==> config.mk <==
export PLATFORM = sky130hd
export DESIGN_NAME = dcc_top
export DESIGN_NICKNAME = d
export VERILOG_FILES = /design/src/rtl/dcc_pkg.sv /design/src/rtl/dcc_top.sv /design/src/rtl/dcc_delay_timer.sv
export VERILOG_INCLUDE_DIRS = /design/src /design/src/rtl
export SDC_FILE = /design/constraint.sdc
export NUM_CORES = 1
export LEC_CHECK = 0
export BUFFER_PORTS_ARGS = -buffer_cell sky130_fd_sc_hd__buf_2
export CELL_PAD_IN_SITES_DETAIL_PLACEMENT = 1
export CELL_PAD_IN_SITES_GLOBAL_PLACEMENT = 1
export CORE_MARGIN = 10
export CORE_UTILIZATION = 28
export DETAILED_ROUTE_END_ITERATION = 8
export PLACE_DENSITY = 0.64
export SYNTH_ARGS = -nofsm -noshare
export SYNTH_HDL_FRONTEND = slang
export SYNTH_HIERARCHICAL = 1
export SYNTH_SLANG_ARGS = --single-unit
==> constraint.sdc <==
create_clock -name i_clk -period 6.35 [get_ports i_clk]
set_input_delay 0 -clock i_clk [delete_from_list [all_inputs] [get_ports i_clk]]
set_output_delay 0 -clock i_clk [all_outputs]
set_load 0.01 [all_outputs]
==> src/rtl/dcc_regs.svh <==
// Register offsets, field positions, reset values, function codes and timing counts
`ifndef DCC_REGS_SVH
`define DCC_REGS_SVH
// Byte offsets of the register words
`define DCC_OFF_MODE      8'h00
`define DCC_OFF_FUNCSEL   8'h04
`define DCC_OFF_CTC_DELAY 8'h08
`define DCC_OFF_TQ_LIMIT  8'h0C
`define DCC_OFF_REF_TOL   8'h10
`define DCC_OFF_WARN      8'h14
`define DCC_OFF_BRAKE     8'h18
`define DCC_OFF_STATUS    8'h1C
// Reset values
`define DCC_RST_MODE      2'h0
`define DCC_RST_FUNCSEL   32'h0000_0000
`define DCC_RST_CTC_DELAY 16'h0000
`define DCC_RST_TQ_LIMIT  16'h7FFF
`define DCC_RST_REF_TOL   16'h0000
// Output function selector codes
`define DCC_FN_OFF        8'h00
`define DCC_FN_REF        8'h0A
`define DCC_FN_STANDSTILL 8'h0B
`define DCC_FN_TQ_WARN    8'h23
`define DCC_FN_CTC        8'h24
`define DCC_FN_CTC_NEG    8'h25
// Field positions
`define DCC_WARN_TQ_BIT   0
`define DCC_ST_CTC_BIT    0
`define DCC_ST_REFEN_BIT  1
`define DCC_ST_REJ_BIT    2
`define DCC_ST_CTCEN_BIT  3
// Timing: delay unit is one millisecond
`define DCC_CLK_NS        50
`define DCC_MS_NS         1000000
`define DCC_MS_CYCLES     (`DCC_MS_NS / `DCC_CLK_NS)
`endif

==> src/rtl/dcc_pkg.sv <==
// Types shared by the digital output and contactor control block
package dcc_pkg;
   // Active control mode
   typedef enum logic [1:0] {
      DCC_MODE_VOLT_FREQ,
      DCC_MODE_SENSORLESS_FLUX,
      DCC_MODE_FIELD_ORIENTED
   } dcc_mode_t;
   // Contactor sequencer states
   typedef enum logic [2:0] {
      DCC_ST_OPEN,
      DCC_ST_PICKUP,
      DCC_ST_RUN,
      DCC_ST_WAIT_STOP,
      DCC_ST_DROP
   } dcc_state_t;
endpackage

==> src/rtl/dcc_top.sv <==
// Digital output functions and motor contactor sequencing with APB registers
//
// Implementation choices: the placing of the registers and the APB register port.
`timescale 1ns/100ps
`include "dcc_regs.svh"
module dcc_top import dcc_pkg::*; #(
   parameter int unsigned MS_CYCLES = `DCC_MS_CYCLES
) (
   // Clock and reset
   input  wire logic               i_clk,
   input  wire logic               i_rst_n,
   // APB slave
   input  wire logic               i_psel,
   input  wire logic               i_penable,
   input  wire logic               i_pwrite,
   input  wire logic [7:0]         i_paddr,
   input  wire logic [31:0]        i_pwdata,
   output logic                    o_pready,
   output logic [31:0]             o_prdata,
   output logic                    o_pslverr,
   // Control sequencer
   input  wire logic               i_start,
   input  wire logic               i_autotune,
   input  wire logic               i_stopped,
   input  wire logic               i_power_on,
   // Measured and reference values
   input  wire logic signed [15:0] i_torque,
   input  wire logic signed [15:0] i_ref_target,
   input  wire logic signed [15:0] i_ref_ramp,
   input  wire logic signed [15:0] i_actual,
   // Outputs
   output logic [2:0]              o_standard_digital_output,
   output logic                    o_expansion_digital_output,
   output logic                    o_ref_enable,
   output logic                    o_holding_brake_function
);
   dcc_mode_t   mode_reg;        // Active control mode
   logic [31:0] funcsel_reg;     // Four 8-bit output selectors
   logic [15:0] delay_reg;       // Contactor delay, ms
   logic [15:0] tq_limit_reg;    // Torque warning limit
   logic [15:0] tol_reg;         // Reference tolerance band
   logic        brake_reg;       // Holding brake function on
   logic        reject_reg;      // Last brake write refused
   dcc_state_t  state_reg;       // Contactor sequencer
   dcc_state_t  state_next;
   logic        ctc_on;          // Contactor closed
   logic        ctc_en;          // Contactor control enabled
   logic        go;              // Start or auto-tuning
   logic        timer_load;
   logic        timer_cancel;
   logic        timer_done;
   logic        tq_warn;
   logic        ref_hit;
   logic        standstill;
   logic        running;
   logic        acc;             // APB access phase
   logic        wr_ok;           // Write taking effect now
   logic        mapped;
   logic [31:0] rd_data;
   logic [3:0]  dout_next;

   // True when a is within +/- tol of b
   function automatic logic in_band(input logic signed [15:0] a,
                                    input logic signed [15:0] b,
                                    input logic [15:0]        tol);
      logic signed [16:0] d;
      logic [16:0]        mag;
      d   = 17'(a) - 17'(b);
      mag = d[16] ? 17'(-d) : 17'(d);
      return mag <= {1'b0, tol};
   endfunction

   // True when the selector names either contactor function
   function automatic logic is_ctc(input logic [7:0] sel);
      return (sel == `DCC_FN_CTC) || (sel == `DCC_FN_CTC_NEG);
   endfunction

   // Level of one output for the given selector
   function automatic logic fn_level(input logic [7:0] sel,
                                     input logic       w, r, s, c);
      case (sel)
         `DCC_FN_TQ_WARN:    return w;
         `DCC_FN_REF:        return r;
         `DCC_FN_STANDSTILL: return s;
         `DCC_FN_CTC:        return c;
         `DCC_FN_CTC_NEG:    return ~c;
         default:            return 1'b0;
      endcase
   endfunction

   // Contactor control active only with a selector and a nonzero delay
   assign ctc_en = (is_ctc(funcsel_reg[7:0]) || is_ctc(funcsel_reg[15:8]) ||
                    is_ctc(funcsel_reg[23:16]) || is_ctc(funcsel_reg[31:24])) &&
                   (delay_reg != 16'h0000);
   assign go      = i_start | i_autotune;
   assign running = i_power_on | ~i_stopped;
   assign ctc_on  = (state_reg != DCC_ST_OPEN);

   // Torque above limit raises the warning
   assign tq_warn = i_torque > $signed(tq_limit_reg);

   // Source depends on mode; slip-based modes use the ramped reference
   always_comb begin
      if (mode_reg == DCC_MODE_FIELD_ORIENTED) begin
         ref_hit    = in_band(i_actual, i_ref_target, tol_reg);
         standstill = in_band(i_actual, 16'sh0000, tol_reg);
      end else begin
         ref_hit    = in_band(i_ref_ramp, i_ref_target, tol_reg);
         standstill = in_band(i_ref_ramp, 16'sh0000, tol_reg);
      end
   end

   // Contactor sequencer next state and timer requests
   always_comb begin
      state_next   = state_reg;
      timer_load   = 1'b0;
      timer_cancel = 1'b0;
      if (!ctc_en) begin
         // Leaving control disabled opens the contactor at once
         state_next   = DCC_ST_OPEN;
         timer_cancel = 1'b1;
      end else begin
         unique case (state_reg)
            DCC_ST_OPEN: begin
               if (go) begin
                  state_next = DCC_ST_PICKUP;
                  timer_load = 1'b1;
               end
            end
            DCC_ST_PICKUP: begin
               if (!go) begin
                  state_next   = DCC_ST_WAIT_STOP;
                  timer_cancel = 1'b1;
               end else if (timer_done) begin
                  state_next = DCC_ST_RUN;
               end
            end
            DCC_ST_RUN: begin
               if (!go) begin
                  state_next = DCC_ST_WAIT_STOP;
               end
            end
            DCC_ST_WAIT_STOP: begin
               if (go) begin
                  state_next = DCC_ST_RUN;
               end else if (i_stopped && !i_power_on) begin
                  // Hold closed until the power stage is really off
                  state_next = DCC_ST_DROP;
                  timer_load = 1'b1;
               end
            end
            DCC_ST_DROP: begin
               if (go) begin
                  state_next   = DCC_ST_RUN;
                  timer_cancel = 1'b1;
               end else if (i_power_on || !i_stopped) begin
                  // Stage came back on: stay closed until it stops again
                  state_next   = DCC_ST_WAIT_STOP;
                  timer_cancel = 1'b1;
               end else if (timer_done) begin
                  state_next = DCC_ST_OPEN;
               end
            end
         endcase
      end
   end

   // Sequencer state
   always_ff @(posedge i_clk or negedge i_rst_n) begin
      if (!i_rst_n) begin
         state_reg <= DCC_ST_OPEN;
      end else begin
         state_reg <= state_next;
      end
   end

   // Delay timer
   dcc_delay_timer #(
      .MS_CYCLES (MS_CYCLES)
   ) u_timer (
      .i_clk    (i_clk),
      .i_rst_n  (i_rst_n),
      .i_load   (timer_load),
      .i_cancel (timer_cancel),
      .i_ms     (delay_reg),
      .o_done   (timer_done)
   );

   // Output levels, one selector per output
   always_comb begin
      for (int i = 0; i < 4; i++) begin
         dout_next[i] = fn_level(funcsel_reg[8*i +: 8], tq_warn, ref_hit,
                                 standstill, ctc_on);
      end
   end

   // Output flops
   always_ff @(posedge i_clk or negedge i_rst_n) begin
      if (!i_rst_n) begin
         o_standard_digital_output  <= 3'h0;
         o_expansion_digital_output <= 1'b0;
         o_ref_enable               <= 1'b0;
      end else begin
         o_standard_digital_output  <= dout_next[2:0];
         o_expansion_digital_output <= dout_next[3];
         // Without contactor control the reference follows start or auto-tuning
         o_ref_enable <= ctc_en ? (state_next == DCC_ST_RUN) : go;
      end
   end

   // APB handshake: one wait state, write lands on the pready edge
   assign acc    = i_psel & i_penable;
   assign wr_ok  = acc & o_pready & i_pwrite;
   assign mapped = (i_paddr[1:0] == 2'h0) && (i_paddr <= `DCC_OFF_STATUS);

   // Read multiplexer
   always_comb begin
      rd_data = 32'h0000_0000;
      case (i_paddr)
         `DCC_OFF_MODE:      rd_data[1:0] = mode_reg;
         `DCC_OFF_FUNCSEL:   rd_data = funcsel_reg;
         `DCC_OFF_CTC_DELAY: rd_data[15:0] = delay_reg;
         `DCC_OFF_TQ_LIMIT:  rd_data[15:0] = tq_limit_reg;
         `DCC_OFF_REF_TOL:   rd_data[15:0] = tol_reg;
         `DCC_OFF_WARN:      rd_data[`DCC_WARN_TQ_BIT] = tq_warn;
         `DCC_OFF_BRAKE:     rd_data[0] = brake_reg;
         `DCC_OFF_STATUS: begin
            rd_data[`DCC_ST_CTC_BIT]   = ctc_on;
            rd_data[`DCC_ST_REFEN_BIT] = o_ref_enable;
            rd_data[`DCC_ST_REJ_BIT]   = reject_reg;
            rd_data[`DCC_ST_CTCEN_BIT] = ctc_en;
         end
         default:            rd_data = 32'h0000_0000;
      endcase
   end

   // Bus answer flops
   always_ff @(posedge i_clk or negedge i_rst_n) begin
      if (!i_rst_n) begin
         o_pready  <= 1'b0;
         o_prdata  <= 32'h0000_0000;
         o_pslverr <= 1'b0;
      end else begin
         o_pready  <= acc & ~o_pready;
         o_pslverr <= acc & ~o_pready & ~mapped;
         if (acc && !o_pready && !i_pwrite) begin
            o_prdata <= rd_data;
         end
      end
   end

   // Configuration registers
   always_ff @(posedge i_clk or negedge i_rst_n) begin
      if (!i_rst_n) begin
         mode_reg     <= dcc_mode_t'(`DCC_RST_MODE);
         funcsel_reg  <= `DCC_RST_FUNCSEL;
         delay_reg    <= `DCC_RST_CTC_DELAY;
         tq_limit_reg <= `DCC_RST_TQ_LIMIT;
         tol_reg      <= `DCC_RST_REF_TOL;
      end else if (wr_ok) begin
         case (i_paddr)
            `DCC_OFF_MODE: begin
               // Unused mode code is ignored
               if (i_pwdata[1:0] != 2'h3) begin
                  mode_reg <= dcc_mode_t'(i_pwdata[1:0]);
               end
            end
            `DCC_OFF_FUNCSEL:   funcsel_reg  <= i_pwdata;
            `DCC_OFF_CTC_DELAY: delay_reg    <= i_pwdata[15:0];
            `DCC_OFF_TQ_LIMIT:  tq_limit_reg <= i_pwdata[15:0];
            `DCC_OFF_REF_TOL:   tol_reg      <= i_pwdata[15:0];
            default:            ;
         endcase
      end
   end

   // Brake function: changes refused while the drive runs
   always_ff @(posedge i_clk or negedge i_rst_n) begin
      if (!i_rst_n) begin
         brake_reg  <= 1'b0;
         reject_reg <= 1'b0;
      end else if (wr_ok && i_paddr == `DCC_OFF_BRAKE) begin
         if (running) begin
            reject_reg <= 1'b1;
         end else begin
            brake_reg  <= i_pwdata[0];
            reject_reg <= 1'b0;
         end
      end
   end

   // Brake level straight from its register flop
   assign o_holding_brake_function = brake_reg;
endmodule

==> src/rtl/dcc_delay_timer.sv <==
// Millisecond down-counter for the contactor delay
`timescale 1ns/100ps
module dcc_delay_timer #(
   parameter int unsigned MS_CYCLES = 20000
) (
   // Clock and reset
   input  wire logic        i_clk,
   input  wire logic        i_rst_n,
   // Control
   input  wire logic        i_load,     // Restart with full count
   input  wire logic        i_cancel,   // Abandon the running count
   input  wire logic [15:0] i_ms,       // Delay in milliseconds
   // Status
   output logic             o_done      // One-cycle pulse at expiry
);
   logic [31:0] pre_reg;   // Cycles within the current millisecond
   logic [15:0] ms_reg;    // Whole milliseconds left
   logic        run_reg;   // Count in progress

   // Load wins over cancel so a restart is never lost
   always_ff @(posedge i_clk or negedge i_rst_n) begin
      if (!i_rst_n) begin
         run_reg <= 1'b0;
         pre_reg <= 32'h0000_0000;
         ms_reg  <= 16'h0000;
         o_done  <= 1'b0;
      end else begin
         o_done <= 1'b0;
         if (i_load) begin
            run_reg <= (i_ms != 16'h0000);
            pre_reg <= 32'h0000_0000;
            ms_reg  <= i_ms;
            o_done  <= (i_ms == 16'h0000);
         end else if (i_cancel) begin
            run_reg <= 1'b0;
         end else if (run_reg) begin
            if (pre_reg == MS_CYCLES - 1) begin
               pre_reg <= 32'h0000_0000;
               ms_reg  <= ms_reg - 16'h0001;
               // Last millisecond ends the count
               if (ms_reg == 16'h0001) begin
                  run_reg <= 1'b0;
                  o_done  <= 1'b1;
               end
            end else begin
               pre_reg <= pre_reg + 32'h0000_0001;
            end
         end
      end
   end
endmodule

Word level (Yosys, flattened, before mapping):

Cells that the tools add are included.

* $add $sub $neg: 8
* multiply operators: 0
* div/mod/pow operators: 0
* order comparisons: 6
* equal/unequal tests: 37
* shift-type cells: 0
* mux-type cells: 56
* bitwise operators: 12
* reduce and logical (&&, ||, !) cells: 34

Operator list (count)
* 32-bit 2-to-1 mux: 4
* 8-bit by 6-bit equality test with 1-bit output, second input constant: 12
* 8-bit by 4-bit equality test with 1-bit output, second input constant: 10
* 16-bit 2-to-1 mux: 5
* 17-bit by 16-bit less-or-equal comparator with 1-bit output: 4
* 17-bit 2-to-1 mux: 4
* 12-bit case mux with 4 select lines: 1
* 16-bit negator with 17-bit output: 2
* 17-bit negator: 2
* 16-bit by 16-bit subtractor with 17-bit output: 2
* 32-bit by 1-bit adder with 32-bit output, second input constant: 1
* 32-bit by 15-bit equality test with 1-bit output, second input constant: 1
* 8-bit by 5-bit equality test with 1-bit output, second input constant: 4
* 3-bit 2-to-1 mux: 10
* 1-bit 2-to-1 mux: 22
* 1-bit case mux with 5 select lines: 4
* 16-bit by 1-bit equality test with 1-bit output, second input constant: 1
* 16-bit greater-than comparator: 1
* 16-bit logical NOT: 1
* 16-bit nonzero test: 1
* 16-bit by 1-bit subtractor with 16-bit output, second input constant: 1
* 3-bit case mux with 5 select lines: 1
* 2-bit AND reduction: 6
* 2-bit case mux with 5 select lines: 1
* other kinds (22): 52

* bits in registers: 176
* latch bits: 0
* RAM bits: 0
* bits in read-only memories: 0
* bits of input ports: 113
* output and inout bits: 40
* logic and storage cells: 171
* memories: 0

Depth between registers and ports, before layout:

Gate-level depths: netlist of run 1.

* word-level depth: 9
* gate-level depth with buffers: 22
* depth with buffers taken out: 21

Cells and area by module:

Netlist of run 1, hierarchy kept.

Modules (own cells, without submodules)
* dcc_top: instances 1, cells an instance 1214, area an instance 10557.6 µm², sequential area each 3171.8 µm²
* dcc_delay_timer: instances 1, cells an instance 343, area an instance 3116.7 µm², sequential area each 1251.2 µm²

Worst setup path after synthesis of run 1:

Ideal clock, no wire load.

* path kind: input to register
* start point: in i_ref_target[2]
* end point: reg o_expansion_digital_output
* setup time: 95 ps
* arrival: 3804 ps
* data required time: 6255 ps
* slack: 2450 ps
* cell stages on the path: 17
* path buffers: 0
* path through: inv_1 > ha_1 > or2_1 > o221a_4 > o41ai_1 > mux2i_1 > o22ai_1 > or4b_1 > o21ai_0 > xnor2_1 > ha_1 > and4_1 > nand3_1 > or4_1 > o311ai_0 > a32oi_2 > o31ai_1

* word-level cells in the longest chain between the ends: 6
* elaborated cells between the ends (all ways): 10
* classes of those cells: add/sub (4); order compare (2); mux (4)

RTL lines
* from (decl): RTL line dcc_top.sv:28 `input wire logic signed [15:0] i_ref_target,`
* 16-bit by 16-bit subtractor with 17-bit output: RTL line dcc_top.sv:68 `d = 17'(a) - 17'(b);`
* 17-bit negator: RTL line dcc_top.sv:69 `mag = d[16] ? 17'(-d) : 17'(d);`
* 17-bit 2-to-1 mux: RTL line dcc_top.sv:69
* 17-bit by 16-bit less-or-equal comparator with 1-bit output: RTL line dcc_top.sv:70 `return mag <= {1'b0, tol};`
* 1-bit 2-to-1 mux (*): RTL line dcc_top.sv:104 `if (mode_reg == DCC_MODE_FIELD_ORIENTED) begin`
* 1-bit case mux with 5 select lines (*): RTL line dcc_top.sv:81 `case (sel)`
* via dout_next[3]: RTL line dcc_top.sv:60 `logic [3:0] dout_next;`
* to (signal assigned): RTL line dcc_top.sv:205 `o_expansion_digital_output <= dout_next[3];`
* to (decl): RTL line dcc_top.sv:33 `output logic o_expansion_digital_output,`

The timed path passes the listed nets; every way through them passes the cells marked *.
A chain may end at the register's enable or synchronous reset.

Worst setup path after layout of run 1:

* start point: in i_ref_ramp[0]
* end point: reg o_standard_digital_output[2]

* word-level cells in the longest chain between the ends: 6
* elaborated cells between the ends (all ways): 10
* classes of those cells: add/sub (3); order compare (2); mux (5)

RTL lines
* from (decl): RTL line dcc_top.sv:29 `input wire logic signed [15:0] i_ref_ramp,`
* 16-bit by 16-bit subtractor with 17-bit output: RTL line dcc_top.sv:68
* 17-bit negator: RTL line dcc_top.sv:69
* 17-bit 2-to-1 mux: RTL line dcc_top.sv:69
* 17-bit by 16-bit less-or-equal comparator with 1-bit output: RTL line dcc_top.sv:70
* 1-bit 2-to-1 mux: RTL line dcc_top.sv:104
* 1-bit case mux with 5 select lines (*): RTL line dcc_top.sv:81
* via dout_next[2]: RTL line dcc_top.sv:60
* to (signal assigned): RTL line dcc_top.sv:204 `o_standard_digital_output <= dout_next[2:0];`
* to (decl): RTL line dcc_top.sv:32 `output logic [2:0] o_standard_digital_output,`

Marked as above.

==> reports/qor.yml, run 1 <==
yosys:
  synth.top_cells.by_area: "dfrtp_1 (29%), ha_1 (11%), o21ai_0 (4.5%)"
  syn-cell-area_sq_um: 13700
  synth_most_common_cell: "dfrtp_1"
  netlist_instances: 1557
  netlist_top_cells_count: "dfrtp_1 (161), o21ai_0 (124), ha_1 (119), nand2_1 (119), a21oi_1 (113)"
  synthesis.nets: 1791
  ys_seq_area_frac: 0.323
  async_reset_ff_frac: 1.00
  synth.avg_cell_area_sq_um: 8.78
  synth_flop_cell: "dfrtp_1"
  synth_cell_types: 91
  netlist.area_leader.share: 0.295
  synth_top_area_cell: "dfrtp_1"
  synth_edf_count: 0
  ys_warn_count: 6
  synth-seq-cells: 176
routing:
  wl_per_cell_um: 21.6
  num_vias: 12946
  drc: 0
  initialDrtViolationCount: 872
  vias_per_cell: 5.53
  drt-total-wl_um: 50500
  ant_nets: 0
  first_pass_iters: 5
grt:
  grt_max_degree: 63
  grt_usage: 0.170
  gr-total-overflow: 0
  antenna_found_initial: 2
  grt_pass1_vias: 13352
  grt_pass1_wl_um: 78000
clock_tree:
  clock-sinks: 176
  clock-root-buffer: "clkbuf_16"
  h-tree-depth: 4
  clk_transition_reported_paths_ps: 80
  numCtsBuffers: 17
  cts_tree: "built"
  post_cts_buffers: 0
  insertion_delay_ps: 460
  clk_path_buf_depth: 2
die:
  fp-row-count: 80
  dieArea_sq_um: 58100
  die_h_um: 241
  core_sq_um: 48000
  fp.dieW_um: 241
  top_level_ports: 153
  initial_core_util: 0.285
finish:
  utilization: 0.334
  fin_nets: 1947
  regArea_sq_um: 4420
  multi_input_area_sq_um: 8690
  n_fill_cell: 5702
  insertedDiodeCount: 0
  layout-drive-gt1-share: 0.176
  area_delta_synth_final_pct: 17.4
  fin_cells: 2341
worst_setup_path:
  path_class: "primary input to flop"
  worstPathRequired_ps: 6700
  critical_path.top_delay_family: "compound AO/OA/AOI/OAI gates"
  max_stage_delay_ps: 560
  crit_buf_inv: 2
  cp.arrival_ps: 4710
  worstSetupEndpointType: "flop"
  crit_path_start_kind: "primary input"
  path_max_fanout: 6
  cp_cell_sequence: "buf_2 > inv_1 > ha_1 > fa_1 > nand2b_1 > a211oi_1 > nor2_1 > o21ai_0 > a21oi_1 > o221ai_1 > nor2_1 > xor2_1 > ha_1 > a21o_1 > a21o_1 > a21oi_1 > nor2b_1 > o21ai_0 > o2111ai_1 > o311ai_0 > a32oi_2 > o31ai_1"
  crit_slowest_cell: "o221ai_1"
timing:
  max_freq_mhz: 229
  tightestPinTransition_ps: 1170
  skew_ps: 19.5
  final_hold_viol_count: 0
  slew_headroom: 0.213
  rsz0062_at_grt: "false"
  slew_violations: 0
  fin_crit_sh: 0.687
  tns_ps: 0
  period_minus_slack_ps: 4360
  finalSetupViolCount: 0
place:
  portBuffers: 152
  gp_congestion: 0.880
  dp.cells: 2267
  dpl.hpwl_um: 39600
hold_path:
  hold_path.class: "primary input to flop"
power:
  leakagePower_nw: 7.25
  power_density_nw_per_um2: 186
  peakVddDrop_v: 0.000146
run_status:
  status: "completed"
job:
  maxCapViolCount: 0
==> layer usage <==
layer,global-route usage,wire length (um),up-vias
met2,0.287,23900,233
met4,0.0412,873,4
met3,0.0214,1950,42
met5,0,21,-
li1,-,-,6148
met1,0.227,23800,6519
==> tightest hold or removal path, delay by kind of cell <==
family | cells | cell delay [ps]
buf+inv | 1 | 70
simple gates | 3 | 340
==> per-stage QoR <==
stage	power, mW	worst slack, ps	hold WS [ps]	instance area (sq um)
finish	2.99	1990	24.8	16100
CTS	3.02	2110	3.55	16100
global route	3.14	1570	38.9	16100
floorplan	1.60	2450	-296	13700
detailed placement	1.86	1670	42.1	15000
global placement	1.83	1800	39.2	15000
==> power by group <==
group / switching (mW) / internal (mW)
Sequential: 0.0155 / 1.14
Combinational: 0.421 / 0.282
Clock: 0.513 / 0.620
==> path summary, 6_finish.rpt <==
check,slack (ps),end,cells after the start,startpoint
setup / recovery,1990,o_standard_digital_output[2],22,i_ref_ramp[0]
hold / removal,20,o_pslverr,4,i_paddr[7]
setup reg to reg,2320,u_timer/pre_reg[20],9,funcsel_reg[4]
hold reg to reg,480,o_prdata[5],2,o_prdata[5]
max in group asynchronous,5010,tol_reg[7],3,i_rst_n
min in group asynchronous,90,state_reg[1],2,i_rst_n
==> cell families (layout without fill, tap and decap cells) <==
family                     Yosys count  after routing  synth area share
DFF                                176            176             0.323
and+or+nand+nor                    519            519             0.205
adders and majority gates          121            121             0.112
AOI/OAI and AO/OA                  466            466             0.223
buffers and inverters              144            313            0.0433
xor gates and xnor gates            77             77            0.0493
muxes                               54             54            0.0441
==> cell usage in the layout (no fill, tap or decap), drive strengths merged, types with 10 or more instances in the layout <==
cell type,synthesis,layout
a21o,16,16
a21oi,114,114
a22o,17,17
a22oi,13,13
a31oi,16,16
and3,13,13
and4,10,10
buf,7,165
clkbuf,63,20
dfrtp,161,161
dfstp,15,15
dlygate4sd3,0,42
ha,119,119
inv,73,82
mux2,50,50
nand2,119,119
nand2b,18,18
nand3,24,24
nand4,33,33
nor2,100,100
nor2b,33,33
nor3,32,32
nor4,23,23
o211ai,13,13
o21a,12,12
o21ai,124,124
o31ai,44,44
or2,13,13
or3,24,24
or4,45,45
xnor2,56,56
xor2,21,21
==> cell type report <==
cell class | instances | area share
Clock buffer | 20 | 0.0284
Clock inverter | 12 | 0.00997
Inverter | 74 | 0.0173
Multi-Input combinational cell | 1237 | 0.541
Sequential cell | 176 | 0.275
Tap cell | 615 | 0.0479
Timing Repair Buffer | 207 | 0.0800
==> timing repair <==
item	in CTS	in global routing
resized for setup	0	0
hold buffers	42	0
endpoints found under the hold margin	145	0
Note: power is estimated with default switching activity, not from simulation.
==> run 2, diff against run 1 <==
PLACE_DENSITY = 0.66   (was 0.64)
clock period = 3.6 ns   (was 6.35 ns; I/O delays follow)
==> run 2 against run 1 <==
Compared with the run above: the run now ends with setup timing left; cell count up 8.4%; core utilization up 3.6 points; sequential cell count unchanged; die area unchanged; wire length increased by 5.0%; highest routed layer unchanged.
==> reports/qor.yml, run 2 (synthesis results as in run 1) <==
run_status:
  status: "finished, violations left"
  violations: "setup timing"
timing:
  rsz0062_at_grt: "true"
  max_freq_mhz: 265
  slew_violations: 0
  slew_headroom: 0.204
  skew_ps: 9.57
  final_hold_viol_count: 0
  setup_ws_ps: -171
  tightestPinTransition_ps: 1190
  fin_crit_sh: 1.05
  period_minus_slack_ps: 3770
  holdWs_ps: 59.1
  finalSetupViolCount: 4
  tns_ps: -595
place:
  dpl.hpwl_um: 41900
  dp.cells: 2455
  portBuffers: 152
  placed_area_sq_um: 16500
  gp_congestion: 0.896
  post-place-ws_ps: -819
power:
  peakVddDrop_v: 0.000244
  leakagePower_nw: 8.25
  power_density_nw_per_um2: 317
  design_power_total_mw: 5.65
worst_setup_path:
  path_class: "primary input to flop"
  max_stage_delay_ps: 350
  cp.arrival_ps: 4130
  rrSetupSlack_ps: 350
  crit_slowest_cell: "a311o_1"
  r2r_cells: 9
  r2r_start: "funcsel_reg[14]"
  r2r-end: "u_timer/ms_reg[12]"
  crit_buf_inv: 5
  critical_path.top_delay_family: "compound AO/OA/AOI/OAI gates"
  crit_path_start_kind: "primary input"
  worstSetupEndpointType: "flop"
  worstPathRequired_ps: 3960
  path_max_fanout: 4
die:
  die_h_um: 241
  fp.dieW_um: 241
  top_level_ports: 153
  dieArea_sq_um: 58100
  fp-row-count: 80
  core_sq_um: 48000
  initial_core_util: 0.285
clock_tree:
  cts_tree: "built"
  numCtsBuffers: 17
  clk_path_buf_depth: 2
  clk_transition_reported_paths_ps: 70
  insertion_delay_ps: 450
  clock-root-buffer: "clkbuf_16"
  h-tree-depth: 4
  clock-sinks: 176
routing:
  drc: 0
  num_vias: 13857
  wl_per_cell_um: 20.9
  drt-total-wl_um: 53100
  ant_nets: 0
  first_pass_iters: 5
  initialDrtViolationCount: 781
  vias_per_cell: 5.46
hold_path:
  hold_path.class: "primary input to flop"
  hp-start: "i_paddr[4]"
  hold_depth: 4
  holdPathEnd: "reject_reg"
grt:
  grt_usage: 0.179
  grt_pass1_wl_um: 82200
  antenna_found_initial: 2
  grt_max_degree: 88
  gr-total-overflow: 0
  grt_pass1_vias: 14414
finish:
  fin_cells: 2537
  fin_nets: 2142
  n_fill_cell: 5675
  final_cell_mix: "buf_4 (201), dfrtp_1 (161), buf_2 (150)"
  utilization: 0.371
  final_area_sq_um: 17800
  final_common_cell: "buf_4"
  area_delta_synth_final_pct: 30.2
  layout-drive-gt1-share: 0.275
job:
  maxCapViolCount: 0
run 2: timing repair:
action                     in CTS  in global routing
hold endpoints to repair      171                  0
pin swaps                       9                 11
gates cloned                    0                  0
setup endpoints to repair       4                  4
resized for setup              29                 13
hold buffers                   44                  0
buffers inserted                2                  3
run 2: where the power goes:
part | switching, mW | internal (mW) | total, mW
combinational | 0.846 | 0.750 | 1.60
sequential | 0.0232 | 2.01 | 2.03
clock | 0.836 | 1.18 | 2.02
run 2: worst register-to-register path, delay by kind of cell, from the launching register on:
kind            cells  cell delay (ps)
compound gates      2              370
simple gates        7             2400
flops               1              400
run 2: routing by layer:
layer / GRT usage / vias up / share of wire
li1: - / 6537 / -
met1: 0.232 / 7046 / 0.46
met2: 0.306 / 220 / 0.49
met3: 0.0241 / 52 / 0.035
met4: 0.0490 / 2 / 0.020
met5: 0 / - / 0.00013
run 2: final cells by class:
class	count	area, sq um	area share
Clock buffer	22	454	0.0255
Timing Repair Buffer	402	2810	0.158
Sequential cell	176	4420	0.248
Inverter	74	278	0.0156
Clock inverter	10	160	0.00900
Antenna cell	1	2.50	0.000141
Multi-Input combinational cell	1237	8910	0.501
Tap cell	615	769	0.0432
run 2: how the worst max path moves through the flow:
| stage | start | slack, ps | depth (start not counted) | end |
|---|---|---|---|---|
| finish | i_ref_target[0] | -170 | 25 | o_standard_digital_output[2] |
| global route | i_ref_target[0] | -350 | 20 | o_standard_digital_output[2] |
| CTS | i_ref_target[1] | -60 | 18 | o_standard_digital_output[0] |
| detailed placement | i_ref_target[0] | -820 | 22 | o_standard_digital_output[0] |
| global placement | i_ref_target[0] | -650 | 22 | o_expansion_digital_output |
| floorplan | i_ref_target[2] | 2 | 17 | o_expansion_digital_output |
==> run 3, diff against run 2 <==
SYNTH_HIERARCHICAL = default   (was 1)
==> run 3 against run 2 <==
Compared with the run above: the run now ends clean; sequential cell count stayed put; non-clock buffer count is 40 lower; final area is 3.0% lower; first-iteration DRC count is 20% lower; sequential power hardly changed; critical path depth is 5 lower; critical path type unchanged; largest power group unchanged.
==> reports/qor.yml, run 3 <==
run_status:
  status: "completed"
worst_setup_path:
  rrSetupSlack_ps: 620
  r2r-end: "o_standard_digital_output[1]"
  worstPathRequired_ps: 3950
  path_class: "primary input to flop"
  r2r_start: "tq_limit_reg[1]"
  r2r_cells: 12
  cp.arrival_ps: 3920
  worstSetupEndpointType: "flop"
  crit_path_start_kind: "primary input"
  path_max_fanout: 4
timing:
  skew_ps: 9.19
  fin_crit_sh: 0.990
  tightestPinTransition_ps: 782
  max_freq_mhz: 281
  finalSetupViolCount: 0
  rsz0062_at_grt: "true"
  period_minus_slack_ps: 3560
  final_hold_viol_count: 0
  tns_ps: 0
  setup_ws_ps: 36.9
  slew_headroom: 0.479
  slew_violations: 0
finish:
  fin_nets: 2041
  final_area_sq_um: 17300
  fin_cells: 2430
  layout-drive-gt1-share: 0.293
  area_delta_synth_final_pct: 29.8
  final_common_cell: "buf_4"
  final_cell_mix: "buf_4 (171), dfrtp_1 (161), buf_2 (147)"
routing:
  ant_nets: 0
  vias_per_cell: 5.24
  drt-total-wl_um: 49400
  first_pass_iters: 5
  num_vias: 12722
  initialDrtViolationCount: 626
  drc: 0
  wl_per_cell_um: 20.3
yosys:
  synth_edf_count: 0
  netlist.area_leader.share: 0.303
  synth_cell_types: 91
  ys_warn_count: 0
  ys_seq_area_frac: 0.333
  synth.avg_cell_area_sq_um: 9.01
  synth_top_area_cell: "dfrtp_1"
  synthesis.nets: 1710
  syn-cell-area_sq_um: 13300
  synth-seq-cells: 176
  async_reset_ff_frac: 1.00
  synth.top_cells.by_area: "dfrtp_1 (30%), ha_1 (11%), mux2_2 (6.9%)"
  netlist_instances: 1476
  synth_most_common_cell: "dfrtp_1"
  netlist_top_cells_count: "dfrtp_1 (161), nand2_1 (135), ha_1 (119)"
  synth_flop_cell: "dfrtp_1"
place:
  placed_area_sq_um: 15900
  dpl.hpwl_um: 39000
  portBuffers: 152
  dp.cells: 2346
  post-place-ws_ps: -515
  gp_congestion: 0.872
hold_path:
  hold_path.class: "primary input to flop"
  hp-start: "i_start"
  hold_depth: 3
  holdPathEnd: "o_ref_enable"
job:
  maxCapViolCount: 0
clock_tree:
  h-tree-depth: 4
  numCtsBuffers: 17
  clock-root-buffer: "clkbuf_16"
  clock-sinks: 176
  cts_tree: "built"
  clk_transition_reported_paths_ps: 60
  clk_path_buf_depth: 2
  insertion_delay_ps: 430
grt:
  grt_pass1_wl_um: 77200
  gr-total-overflow: 0
  antenna_found_initial: 4
  grt_pass1_vias: 13714
  grt_usage: 0.172
  grt_max_degree: 80
power:
  leakagePower_nw: 8.03
  peakVddDrop_v: 0.000332
  design_power_total_mw: 5.78
  power_density_nw_per_um2: 335
die:
  dieArea_sq_um: 56600
  top_level_ports: 153
  fp-row-count: 79
  initial_core_util: 0.284
  fp.dieW_um: 238
  die_h_um: 238
  core_sq_um: 46800
-- run 3: how the worst max path moves through the flow --
stage                          startpoint                      endpoint  cells after the start  slack, ps
after floorplan             i_ref_ramp[0]  o_standard_digital_output[2]                     21         -1
after global placement    i_ref_target[0]  o_standard_digital_output[1]                     21       -390
after detailed placement  i_ref_target[1]  o_standard_digital_output[1]                     24       -520
after CTS                 i_ref_target[1]  o_standard_digital_output[1]                     22          3
after global routing        i_ref_ramp[0]  o_standard_digital_output[2]                     23       -200
final                     i_ref_target[1]  o_standard_digital_output[1]                     20         40
-- run 3: final cells by class --
| cell class | count | area [sq um] |
|---|---|---|
| Inverter | 70 | 265 |
| Antenna cell | 3 | 7.51 |
| Timing Repair Buffer | 362 | 2490 |
| Fill cell | 5528 | 29500 |
| Sequential cell | 176 | 4420 |
| Multi-Input combinational cell | 1180 | 8690 |
| Clock buffer | 22 | 474 |
| Tap cell | 607 | 759 |
| Clock inverter | 10 | 159 |
-- run 3: layer usage --
metal	share of wire	global-route usage	vias to the layer above
met1	0.43	0.206	6415
met5	0.00014	0	-
li1	-	-	6046
met4	0.023	0.0522	2
met3	0.036	0.0273	59
met2	0.51	0.309	200
-- run 3: critical path, stage by stage --
cell and delay, ps:
buf_4 110, inv_2 40, buf_4 130, ha_4 240, nand2b_4 80, a21oi_2 70, or4_4 550, a211oi_4 330
nand4_4 180, nor4_4 240, nor2_1 90, xor2_1 160, ha_1 300, nand4_1 150, nor4_1 390, a41oi_1 180
o31a_1 170, a41oi_4 300, a2111oi_4 120, o21ai_1 90
-- run 3: repair_timing --
action | 4_1_cts | 5_1_grt
buffers inserted | 8 | 3
hold buffers | 38 | 0
pin swaps | 22 | 30
setup endpoints to repair | 4 | 4
endpoints found under the hold margin | 146 | 0
gates resized for setup | 25 | 46
-- run 3: kinds of logic (layout without fill, tap and decap cells) --
logic type | count (synthesis) | after routing | synth area share
AND/OR/NAND/NOR | 529 | 529 | 0.207
AO/OA/AOI/OAI | 349 | 349 | 0.174
flip-flops | 176 | 176 | 0.333
adder cells (fa/ha/maj) | 121 | 121 | 0.115
buffers and inverters | 120 | 464 | 0.0367
XOR/XNOR | 97 | 97 | 0.0639
multiplexers | 84 | 84 | 0.0708
other | 0 | 3 | 0
-- run 3: power breakdown --
group | switching, mW | leakage (nW) | internal [mW]
registers | 0.0196 | 2.38 | 2.00
logic | 0.923 | 5.35 | 0.834
clock network | 0.787 | 0.306 | 1.22
total | 1.73 | 8.03 | 4.05
-- run 3: metrics by stage --
step	hold slack, ps	utilization
after global routing	41.0	0.369
after floorplan	-296	-
final	25.1	0.369
after CTS	13.5	0.364
after global placement	37.9	0.339
after detailed placement	44.4	0.339
